<file path="config.mk">
export PLATFORM = sky130hd
export DESIGN_NAME = pmrm_phase_monitor
export DESIGN_NICKNAME = d
export VERILOG_FILES = /design/src/rtl/pmrm_pkg.sv /design/src/rtl/pmrm_phase_monitor.sv
export SDC_FILE = /design/constraint.sdc
export NUM_CORES = 1
export LEC_CHECK = 0
export BUFFER_PORTS_ARGS = -buffer_cell sky130_fd_sc_hd__buf_4
export CAP_MARGIN = 15
export CORE_ASPECT_RATIO = 1.4
export CORE_UTILIZATION = 26
export CTS_BUF_LIST = sky130_fd_sc_hd__clkbuf_4 sky130_fd_sc_hd__clkbuf_8
export DETAILED_ROUTE_END_ITERATION = 10
export PLACE_DENSITY = 0.39
export SLEW_MARGIN = 20
export SYNTH_ARGS = -nofsm -noshare
export SYNTH_HDL_FRONTEND = slang
export SYNTH_SLANG_ARGS = --single-unit
</file>
<file path="constraint.sdc">
create_clock -name ref_clk -period 2.8 [get_ports ref_clk]
set_clock_uncertainty 0.15 [all_clocks]
set_input_delay 0.42 -clock ref_clk [delete_from_list [all_inputs] [get_ports ref_clk]]
set_output_delay 0.42 -clock ref_clk [all_outputs]
set_load 0.005 [all_outputs]
</file>
<file path="src/rtl/pmrm_pkg.sv">
/*
  Package for the phase monitor register map: addresses, widths and the
  divider and timing constants of the phase measurement chain.
  Assumes a single 20 MHz reference clock domain.
*/
`default_nettype none
package pmrm_pkg;
  localparam int ADDR_W = 8;
  localparam int DATA_W = 16;
  localparam int CNT_W = 24;
  localparam int LOW_W = 16;
  localparam int HIGH_W = 8;
  localparam logic [ADDR_W-1:0] ADDR_REF0_LOW = 8'h00;
  localparam logic [ADDR_W-1:0] ADDR_REF0_HIGH = 8'h01;
  localparam logic [ADDR_W-1:0] ADDR_REF90_LOW = 8'h02;
  localparam logic [ADDR_W-1:0] ADDR_REF90_HIGH = 8'h03;
  localparam logic [ADDR_W-1:0] ADDR_SERIAL = 8'h04;
  localparam logic [ADDR_W-1:0] ADDR_TEST_PATH = 8'h05;
  localparam logic [ADDR_W-1:0] ADDR_DET_LEVEL = 8'h06;
  localparam logic [ADDR_W-1:0] ADDR_LOCK = 8'h08;
  localparam logic [ADDR_W-1:0] ADDR_ANALOG_LO = 8'h10;
  localparam logic [ADDR_W-1:0] ADDR_ANALOG_HI = 8'h17;
  localparam logic [ADDR_W-1:0] ADDR_DET_LEVEL2 = 8'h16;
  localparam int TEST_PATH_BIT = 0;
  localparam logic TEST_PATH_RESET = 1'b0;
  // measurement tick: the 5 MHz count rate taken from the 20 MHz clock
  localparam int CLK_HZ = 20_000_000;
  localparam int MEAS_HZ = 5_000_000;
  localparam int TICK_DIV = CLK_HZ / MEAS_HZ;
  // 5 MHz -> 2083.3 Hz -> 130.2 Hz reference chain
  localparam int PRE_DIV = 2400;
  localparam int REF_DIV = 16;
  localparam logic [3:0] REF90_PRELOAD = 4'hC;
  localparam int PPS_PER_LATCH = 3;
  localparam int SETTLE_PERIODS = 8;
endpackage
`default_nettype wire

</file>
<file path="src/rtl/pmrm_phase_monitor.sv">
/*
  Phase monitor register map: two gated 24-bit phase counters, the
  130 Hz reference chain, the latch and clear sequence on every third
  timing pulse, and the parallel monitor/control port.
  Assumes the interface board holds address, data and direction stable
  while device_request is high; pin inputs are synchronised here.
*/
`default_nettype none
module pmrm_phase_monitor
  import pmrm_pkg::*;
#(
  parameter logic [7:0] SERIAL_NUMBER = 8'h01,
  // arbitrary neutral value
  parameter logic [7:0] MODULE_ID = 8'h5A,
  parameter int PRE_DIV_P = PRE_DIV
) (
  // clock and reset
  input  wire logic                      ref_clk,
  input  wire logic                      srst,
  // monitor/control port
  input  wire logic                      device_request,
  input  wire logic                      writeNotRead,
  input  wire logic [pmrm_pkg::ADDR_W-1:0] address,
  input  wire logic [pmrm_pkg::DATA_W-1:0] cmdDataIn,
  input  wire logic                      identity_read_strobe,
  output logic [pmrm_pkg::DATA_W-1:0]    cmdDataOut,
  output logic                           cmdDataOe,
  output logic                           access_acknowledge,
  output logic                           analog_monitor_select,
  // measurement pins
  input  wire logic                      signalIn,
  input  wire logic                      timingPulse,
  input  wire logic                      lockDetectN,
  output logic                           path_switch_output,
  output logic                           refOut
);
  import pmrm_pkg::*;

  logic [1:0] reqS, wrS, sigS, ppsS, lockS, idS;
  logic       ppsD_reg;
  always_ff @(posedge ref_clk) begin
    reqS  <= {reqS[0], device_request};
    wrS   <= {wrS[0], writeNotRead};
    sigS  <= {sigS[0], signalIn};
    ppsS  <= {ppsS[0], timingPulse};
    lockS <= {lockS[0], lockDetectN};
    idS   <= {idS[0], identity_read_strobe};
    ppsD_reg <= ppsS[1];
  end
  wire logic ppsRise = ppsS[1] & ~ppsD_reg;

  typedef enum {PMRM_RUN, PMRM_LATCH, PMRM_CLEAR, PMRM_SETTLE} pmrm_st_t;

  function automatic logic isAnalog(input logic [ADDR_W-1:0] a);
    isAnalog = (a == ADDR_DET_LEVEL) ||
               (a >= ADDR_ANALOG_LO && a <= ADDR_ANALOG_HI);
  endfunction

  function automatic logic isDigital(input logic [ADDR_W-1:0] a);
    isDigital = (a <= ADDR_TEST_PATH) || (a == ADDR_LOCK);
  endfunction

  // measurement state
  pmrm_st_t           st_reg, st_next;
  logic [1:0]         tickCnt_reg, tickCnt_next;
  logic [11:0]        pre_reg, pre_next;
  logic [3:0]         div0_reg, div0_next, div90_reg, div90_next;
  logic [1:0]         ppsCnt_reg, ppsCnt_next;
  logic [3:0]         settle_reg, settle_next;
  logic [CNT_W-1:0]   cnt0_reg, cnt0_next, cnt90_reg, cnt90_next;
  logic [CNT_W-1:0]   lat0_reg, lat0_next, lat90_reg, lat90_next;
  logic               ref0, ref90, tick, preWrap, ref0Wrap;

  assign ref0 = div0_reg[3];
  assign ref90 = div90_reg[3];

  always_comb begin
    st_next = st_reg;
    tickCnt_next = tickCnt_reg + 2'h1;
    tick = (tickCnt_reg == 2'(TICK_DIV - 1));
    preWrap = tick && (pre_reg == 12'(PRE_DIV_P - 1));
    ref0Wrap = preWrap && (div0_reg == 4'(REF_DIV - 1));
    pre_next = pre_reg;
    div0_next = div0_reg;
    div90_next = div90_reg;
    ppsCnt_next = ppsCnt_reg;
    settle_next = settle_reg;
    cnt0_next = cnt0_reg;
    cnt90_next = cnt90_reg;
    lat0_next = lat0_reg;
    lat90_next = lat90_reg;
    if (tick) begin
      pre_next = preWrap ? 12'h000 : pre_reg + 12'h001;
    end
    if (preWrap) begin
      div0_next = div0_reg + 4'h1;
      div90_next = div90_reg + 4'h1;
    end
    if (ppsRise) begin
      ppsCnt_next = (ppsCnt_reg == 2'(PPS_PER_LATCH - 1)) ?
                    2'h0 : ppsCnt_reg + 2'h1;
    end
    case (st_reg)
      PMRM_RUN: begin
        if (tick) begin
          if (sigS[1] ^ ref0) cnt0_next = cnt0_reg + 24'h000001;
          if (sigS[1] ^ ref90) cnt90_next = cnt90_reg + 24'h000001;
        end
        if (ppsRise && ppsCnt_reg == 2'(PPS_PER_LATCH - 1)) begin
          st_next = PMRM_LATCH;
        end
      end
      PMRM_LATCH: begin
        lat0_next = cnt0_reg;
        lat90_next = cnt90_reg;
        st_next = PMRM_CLEAR;
      end
      PMRM_CLEAR: begin
        cnt0_next = '0;
        cnt90_next = '0;
        tickCnt_next = 2'h0;
        pre_next = 12'h000;
        div0_next = 4'h0;
        div90_next = REF90_PRELOAD;
        settle_next = 4'h0;
        st_next = PMRM_SETTLE;
      end
      PMRM_SETTLE: begin
        if (ref0Wrap) begin
          settle_next = settle_reg + 4'h1;
          if (settle_reg == 4'(SETTLE_PERIODS - 1)) st_next = PMRM_RUN;
        end
      end
      default: st_next = PMRM_RUN;
    endcase
  end

  always_ff @(posedge ref_clk) begin
    if (srst) begin
      st_reg <= PMRM_RUN;
      tickCnt_reg <= 2'h0;
      pre_reg <= 12'h000;
      div0_reg <= 4'h0;
      div90_reg <= REF90_PRELOAD;
      ppsCnt_reg <= 2'h0;
      settle_reg <= 4'h0;
      cnt0_reg <= '0;
      cnt90_reg <= '0;
      lat0_reg <= '0;
      lat90_reg <= '0;
    end else begin
      st_reg <= st_next;
      tickCnt_reg <= tickCnt_next;
      pre_reg <= pre_next;
      div0_reg <= div0_next;
      div90_reg <= div90_next;
      ppsCnt_reg <= ppsCnt_next;
      settle_reg <= settle_next;
      cnt0_reg <= cnt0_next;
      cnt90_reg <= cnt90_next;
      lat0_reg <= lat0_next;
      lat90_reg <= lat90_next;
    end
  end

  // bus port state; answers held while request stays high
  logic                test_reg, test_next;
  logic [DATA_W-1:0]   dout_reg, dout_next;
  logic                oe_reg, oe_next, ack_reg, ack_next;
  logic                an_reg, an_next, sw_reg, sw_next, ref_reg, ref_next;
  logic [ADDR_W-1:0]   addrM_reg, addrS_reg;
  logic [DATA_W-1:0]   dataM_reg, dataS_reg;

  // two stages like the request, so address and request fall together
  always_ff @(posedge ref_clk) begin
    addrM_reg <= address;
    addrS_reg <= addrM_reg;
    dataM_reg <= cmdDataIn;
    dataS_reg <= dataM_reg;
  end

  always_comb begin
    test_next = test_reg;
    dout_next = 16'h0000;
    oe_next = 1'b0;
    ack_next = 1'b0;
    an_next = 1'b0;
    sw_next = test_reg;
    ref_next = ref0;
    if (idS[1]) begin
      dout_next = {8'h00, MODULE_ID};
      oe_next = 1'b1;
    end else if (reqS[1]) begin
      an_next = isAnalog(addrS_reg);
      ack_next = isDigital(addrS_reg);
      if (wrS[1]) begin
        ack_next = (addrS_reg == ADDR_TEST_PATH);
        if (addrS_reg == ADDR_TEST_PATH && !ack_reg) begin
          test_next = dataS_reg[TEST_PATH_BIT];
        end
      end else begin
        oe_next = ack_next;
        case (addrS_reg)
          ADDR_REF0_LOW:   dout_next = lat0_reg[LOW_W-1:0];
          ADDR_REF0_HIGH:  dout_next = {8'h00, lat0_reg[CNT_W-1:LOW_W]};
          ADDR_REF90_LOW:  dout_next = lat90_reg[LOW_W-1:0];
          ADDR_REF90_HIGH: dout_next = {8'h00, lat90_reg[CNT_W-1:LOW_W]};
          ADDR_SERIAL:     dout_next = {8'h00, SERIAL_NUMBER};
          ADDR_TEST_PATH:  dout_next = {15'h0000, test_reg};
          ADDR_LOCK:       dout_next = {15'h0000, lockS[1]};
          default:         dout_next = 16'h0000;
        endcase
      end
    end
  end

  always_ff @(posedge ref_clk) begin
    if (srst) begin
      test_reg <= TEST_PATH_RESET;
      dout_reg <= 16'h0000;
      oe_reg <= 1'b0;
      ack_reg <= 1'b0;
      an_reg <= 1'b0;
      sw_reg <= TEST_PATH_RESET;
      ref_reg <= 1'b0;
    end else begin
      test_reg <= test_next;
      dout_reg <= dout_next;
      oe_reg <= oe_next;
      ack_reg <= ack_next;
      an_reg <= an_next;
      sw_reg <= sw_next;
      ref_reg <= ref_next;
    end
  end

  assign cmdDataOut = dout_reg;
  assign cmdDataOe = oe_reg;
  assign access_acknowledge = ack_reg;
  assign analog_monitor_select = an_reg;
  assign path_switch_output = sw_reg;
  assign refOut = ref_reg;

  no_ack_unmapped_a: assert property (@(posedge ref_clk) disable iff (srst)
    (reqS[1] && !isDigital(addrS_reg) && !idS[1]) |=> !access_acknowledge)
    else $error("ack on unmapped address");
  switch_follows_a: assert property (@(posedge ref_clk) disable iff (srst)
    ##1 path_switch_output == $past(test_reg))
    else $error("switch output not following setting");
  preload_ninety_a: assert property (@(posedge ref_clk) disable iff (srst)
    st_reg == PMRM_CLEAR |=> div90_reg == 4'hC && div0_reg == 4'h0)
    else $error("90 degree divider not preloaded");
  latch_stable_a: assert property (@(posedge ref_clk) disable iff (srst)
    st_reg != PMRM_LATCH |=> $stable(lat0_reg) && $stable(lat90_reg))
    else $error("latched count changed outside latch");
  latch_clear_seq_a: assert property (@(posedge ref_clk) disable iff (srst)
    st_reg == PMRM_LATCH |=> st_reg == PMRM_CLEAR ##1 cnt0_reg == 24'h0)
    else $error("latch not followed by clear");
  halt_count_a: assert property (@(posedge ref_clk) disable iff (srst)
    st_reg == PMRM_SETTLE |=> $stable(cnt0_reg) && $stable(cnt90_reg))
    else $error("counting during settle");
  write_only_five_a: assert property (@(posedge ref_clk) disable iff (srst)
    (reqS[1] && wrS[1] && addrS_reg != ADDR_TEST_PATH) |=> $stable(test_reg))
    else $error("write took effect at wrong address");
  lock_read_a: assert property (@(posedge ref_clk) disable iff (srst)
    (reqS[1] && !wrS[1] && !idS[1] && addrS_reg == ADDR_LOCK)
    |=> cmdDataOut[0] == $past(lockS[1]) && access_acknowledge)
    else $error("lock readback wrong");
endmodule
`default_nettype wire

</file>
==> results of run 1 <==
-- per-layer routing --
metal / track usage [%] / wire length [µm] / part of all wire, % / vias to the layer above
met1: 14.6 / 7330 / 42 / 2713
met3: 2.66 / 419 / 2.4 / 19
met2: 24.5 / 9510 / 54 / 62
met4: 5.69 / 327 / 1.9 / 0
met5: 0 / 0 / 0 / -
li1: - / - / - / 2816
-- kinds of logic (layout without fill, tap and decap cells) --
group	count (synthesis)	after routing	share of synthesized area [%]
simple gates	274	274	20.7
flops	179	179	49.4
compound gates	132	132	11.0
mux	81	81	12.4
buf+inv	52	123	2.83
xor+xnor	15	15	1.81
fa+ha+maj	11	11	1.90
-- final timing paths --
path	startpoint	endpoint	slack [ps]	cells after the start
worst max-delay path	st_reg[0]	cnt0_reg[10]	370	7
worst min-delay path	srst	refOut	120	2
worst max register to register	st_reg[0]	cnt0_reg[10]	370	7
worst min register to register	reqS[0]	reqS[1]	180	0
-- metrics by stage --
stage	cell area, µm²	hold slack, ps	std cells	power (mW)
global placement	8040	164	1138	3.00
CTS	8570	93.5	1185	4.77
floorplan	7250	160	744	2.89
finish	8570	123	1185	4.68
global route	8570	105	1185	4.92
detailed placement	8040	162	1138	3.02
-- critical path: stages (launching register included) --
cell     delay [ps]
dfxtp_1         410
inv_1            80
ha_1            260
nor2b_1         360
a32oi_1         180
buf_4           230
or4_1           520
a21oi_1         150
-- power groups by stage --
stage	Clock, mW	Combinational (mW)	Sequential [mW]
after floorplan	0	0.227	2.66
after global placement	0	0.329	2.67
after detailed placement	0	0.340	2.68
after CTS	1.80	0.357	2.62
after global routing	1.91	0.387	2.62
final	1.72	0.350	2.62
-- cell type report --
cell class	instances	area [µm²]
Clock buffer	17	234
Clock inverter	15	144
Fill cell	2910	19000
Inverter	16	60.1
Multi-Input combinational cell	513	3470
Sequential cell	179	3580
Tap cell	370	463
Timing Repair Buffer	75	613
-- cells in the mapped netlist (3+ instances only) --
master    number  share of area (%)
dfxtp_1      179                 49
nor2_1        86                4.4
mux2i_1       73                 10
a21oi_1       55                3.8
clkbuf_1      30                1.6
nand2_1       26                1.3
o21ai_0       26                1.8
o31ai_1       24                2.5
or4_1         24                2.5
nand3_1       19                1.3
nand4_1       19                1.6
inv_1         16               0.83
or3_1         14                1.2
and4_1        12                1.4
ha_1          11                1.9
and2_1        10               0.86
nor3_1        10               0.69
o21bai_1      10                1.0
xor2_1        10                1.2
nand2b_1       9               0.78
nor2b_1        9               0.78
nor2_2         8               0.69
mux4_2         7                2.2
and3_1         5               0.43
nand3b_1       5               0.52
xnor2_1        5               0.60
a22oi_1        4               0.41
nor4_1         4               0.34
a31oi_1        3               0.26
buf_1          3               0.16
or2_2          3               0.26
==> impl_metrics.py, run 1 <==
metrics = {
    "global_routing": {
        "grt_pass1_vias": 5636,
        "track_usage_pct": 13.3,
        "antenna_found_initial": 0,
        "overflow": 0,
        "grt_pass1_wl_mm": 29.0,
        "grt_max_degree": 59,
    },
    "final_layout": {
        "area_growth_pct": 18.1,
        "final_nets": 845,
        "drive_gt1_share_pct": 14.8,
        "layout_commonest_cell": "dfxtp_1",
        "post-route-util_pct": 31.1,
        "antenna-diode-count": 0,
        "final_cell_mix": "179 x dfxtp_1, 84 x nor2_1, 73 x mux2i_1",
    },
    "drt": {
        "num_vias": 5610,
        "drc_errors": 0,
        "avgRoutedWirePerCell_um": 14.8,
        "dr.first_iter.drc_count": 327,
        "first_pass_iters": 5,
        "via_per_inst": 4.73,
        "antenna_left": 0,
        "drt_wl_total_mm": 17.6,
    },
    "pwr": {
        "peakVddDrop_uv": 279,
        "pwr_density_cell_nw_per_um2": 546,
        "p_sw_share_pct": 27.5,
        "clock_power_share_pct": 36.6,
        "comb_power_share_pct": 7.5,
        "cellLeakagePower_nw": 2.93,
        "p_int_mw": 3.39,
        "netSwitchingPower_mw": 1.29,
        "sequentialPowerShare_pct": 55.9,
    },
    "job": {
        "cap_violations": 0,
    },
    "clocking": {
        "cts.clk_slew.worst_paths_ps": 110,
        "clock-sinks": 179,
        "postCtsHoldBufs": 15,
        "numCtsBuffers": 17,
        "clk_path_buf_depth": 2,
        "cts_resized": 0,
        "clkLatencyLatePin_ps": 480,
        "cts-root-buf": "clkbuf_8",
        "post_cts_buffers": 0,
        "h-tree-depth": 4,
        "cts_tree": "built",
    },
    "place": {
        "port_buffers": 37,
        "dp_slack_ps": 243,
        "routabilityCongestion": 0.765,
        "dp_hpwl_mm": 12.7,
    },
    "worst_setup_path": {
        "worstPathMaxFanout": 20,
        "critPathArrivalTime_ps": 2680,
        "start_kind": "flip-flop",
        "required_ps": 3050,
        "critPathKind": "flip-flop to flip-flop",
        "cp-end-kind": "flip-flop",
    },
    "timing": {
        "timing.final.crit_period_ps": 2430,
        "fin_crit_sh_pct": 86.8,
        "setup_viol": 0,
        "setup_ws_ps": 369,
        "slew_headroom_pct": 46.7,
        "tightest_slew_ps": 799,
        "fmax_ghz": 0.411,
        "hold_viol_final": 0,
        "rsz0062_at_grt": "false",
        "tns_ps": 0,
        "slew_violations": 0,
    },
    "floorplan": {
        "coreArea_um2": 27600,
        "start_util_pct": 26.3,
        "die_area_um2": 28600,
        "std_cell_rows": 72,
        "num_io_pins": 53,
        "chipWidth_um": 143,
        "die_height_um": 200,
    },
    "min_path": {
        "min_path_type": "primary input to flip-flop",
    },
    "yosys": {
        "syn_inst": 744,
        "async_flop_share_pct": 0,
        "synth_seq_area_share_pct": 49.4,
        "synth-edff-count": 0,
        "yosys_most_used_dff": "dfxtp_1",
        "yosys_warnings": 0,
        "syn-num-nets": 787,
        "syn_avg_cell_area_um2": 9.75,
        "syn_area_um2": 7250,
        "synth_cell_types": 48,
        "synth_seq_cells": 179,
    },
    "outcome": {
        "outcome": "complete, no violations",
    },
}
No activity file was read; power rests on OpenSTA's default activity.
==> run 2: changes to the inputs <==
--- a/config.mk
+++ b/config.mk
@@ -8,11 +8,10 @@
 export BUFFER_PORTS_ARGS = -buffer_cell sky130_fd_sc_hd__buf_4
 export CAP_MARGIN = 15
 export CORE_ASPECT_RATIO = 1.4
-export CORE_UTILIZATION = 26
+export CORE_UTILIZATION = 60
 export CTS_BUF_LIST = sky130_fd_sc_hd__clkbuf_4 sky130_fd_sc_hd__clkbuf_8
 export DETAILED_ROUTE_END_ITERATION = 10
-export PLACE_DENSITY = 0.39
-export SLEW_MARGIN = 20
+export PLACE_DENSITY = 0.77
 export SYNTH_ARGS = -nofsm -noshare
 export SYNTH_HDL_FRONTEND = slang
 export SYNTH_SLANG_ARGS = --single-unit
==> impl_metrics.py, run 2 (synthesis results as in run 1) <==
metrics = {
    "worst_setup_path": {
        "critPathArrivalTime_ps": 2710,
        "crit_start": "st_reg[0]",
        "reg2reg_to": "cnt0_reg[15]",
        "r2r_setup_slack_ps": 320,
        "r2r-start": "st_reg[0]",
        "worstPathMaxFanout": 17,
        "cp-end-kind": "flip-flop",
        "reg2reg_depth": 6,
        "start_kind": "flip-flop",
        "required_ps": 3030,
        "endpoint": "cnt0_reg[15]",
        "critPathKind": "flip-flop to flip-flop",
    },
    "place": {
        "dp_hpwl_mm": 10.6,
        "post_dp_cell_area_um2": 7700,
        "routabilityCongestion": 0.852,
        "dp_slack_ps": 196,
        "dp.cells": 907,
        "port_buffers": 37,
    },
    "clocking": {
        "cts_tree": "built",
        "clkLatencyLatePin_ps": 460,
        "numCtsBuffers": 17,
        "h-tree-depth": 4,
        "cts.clk_slew.worst_paths_ps": 100,
        "post_cts_buffers": 0,
        "cts-root-buf": "clkbuf_8",
        "clock-sinks": 179,
        "clk_path_buf_depth": 2,
    },
    "global_routing": {
        "track_usage_pct": 25.9,
        "overflow": 0,
        "antenna_found_initial": 0,
        "grt_max_degree": 49,
        "grt_pass1_wl_mm": 25.4,
        "grt_pass1_vias": 5505,
    },
    "floorplan": {
        "start_util_pct": 61.4,
        "num_io_pins": 53,
        "chipWidth_um": 94.9,
        "die_area_um2": 12500,
        "std_cell_rows": 47,
        "coreArea_um2": 11800,
        "die_height_um": 132,
    },
    "timing": {
        "tns_ps": 0,
        "timing.final.crit_period_ps": 2480,
        "whs_ps": 177,
        "fmax_ghz": 0.403,
        "setup_ws_ps": 319,
        "fin_crit_sh_pct": 88.6,
        "setup_viol": 0,
        "hold_viol_final": 0,
        "slew_headroom_pct": 46.4,
        "rsz0062_at_grt": "false",
        "slew_violations": 0,
        "tightest_slew_ps": 804,
    },
    "drt": {
        "first_pass_iters": 5,
        "dr.first_iter.drc_count": 298,
        "num_vias": 5683,
        "drc_errors": 0,
        "antenna_left": 0,
        "via_per_inst": 5.96,
        "avgRoutedWirePerCell_um": 16.1,
        "drt_wl_total_mm": 15.4,
    },
    "pwr": {
        "netSwitchingPower_mw": 1.25,
        "cellLeakagePower_nw": 2.89,
        "p_sw_share_pct": 26.9,
        "pwr_density_cell_nw_per_um2": 563,
        "clock_power_share_pct": 36.5,
        "comb_power_share_pct": 7.2,
        "finalPower_mw": 4.64,
        "sequentialPowerShare_pct": 56.3,
        "p_int_mw": 3.40,
        "peakVddDrop_uv": 550,
    },
    "min_path": {
        "min_path_type": "primary input to flip-flop",
    },
    "final_layout": {
        "final_nets": 837,
        "area_growth_pct": 13.8,
        "fin_area_um2": 8250,
        "antenna-diode-count": 0,
        "stdcell_count": 954,
        "post-route-util_pct": 69.8,
        "final_cell_mix": "179 x dfxtp_1, 84 x nor2_1, 73 x mux2i_1",
        "layout_commonest_cell": "dfxtp_1",
        "drive_gt1_share_pct": 14.0,
    },
    "job": {
        "cap_violations": 0,
    },
    "outcome": {
        "outcome": "complete, no violations",
    },
}
run 2: worst min path at each step:
stage,start,to,cells after the start
after floorplan,addrM_reg[0],addrS_reg[0],0
after global placement,addrM_reg[0],addrS_reg[0],0
after detailed placement,sigS[0],sigS[1],0
after CTS,srst,path_switch_output,2
after global routing,srst,path_switch_output,2
final,srst,ppsCnt_reg[0],2
run 2: power by group through the flow:
| stage | clock network (mW) | logic, mW | registers [mW] |
|---|---|---|---|
| finish | 1.70 | 0.332 | 2.61 |
| global route | 1.84 | 0.360 | 2.62 |
| CTS | 1.74 | 0.327 | 2.61 |
| detailed placement | 0 | 0.310 | 2.67 |
| global placement | 0 | 0.298 | 2.67 |
| floorplan | 0 | 0.227 | 2.66 |
run 2: per-layer routing:
metal | vias up | global-route usage [%] | wire, µm
met5 | - | 0 | 0
met4 | 0 | 11.4 | 474
met3 | 28 | 5.65 | 441
met2 | 109 | 46.9 | 8300
met1 | 2740 | 28.2 | 6190
li1 | 2806 | - | -
run 2: timing repair:
| item | in CTS | in global routing |
|---|---|---|
| resized for setup | 0 | 2 |
| hold buffers | 15 | 0 |
| endpoints found under the hold margin | 15 | 0 |
| setup endpoints to repair | 0 | 13 |
run 2: critical path: stages (launching register included):
cell and delay (ps):
dfxtp_1 410, inv_1 90, ha_1 280, and2_1 260, a21oi_1 670, nor2_2 330
a21oi_1 210
run 2: layout make-up:
type | instances | area (µm²)
timing repair buffer | 67 | 553
multi-input combinational | 513 | 3470
tap | 147 | 184
inverter | 16 | 60.1
clock inverter | 15 | 166
sequential | 179 | 3580
fill | 897 | 3570
clock buffer | 17 | 234
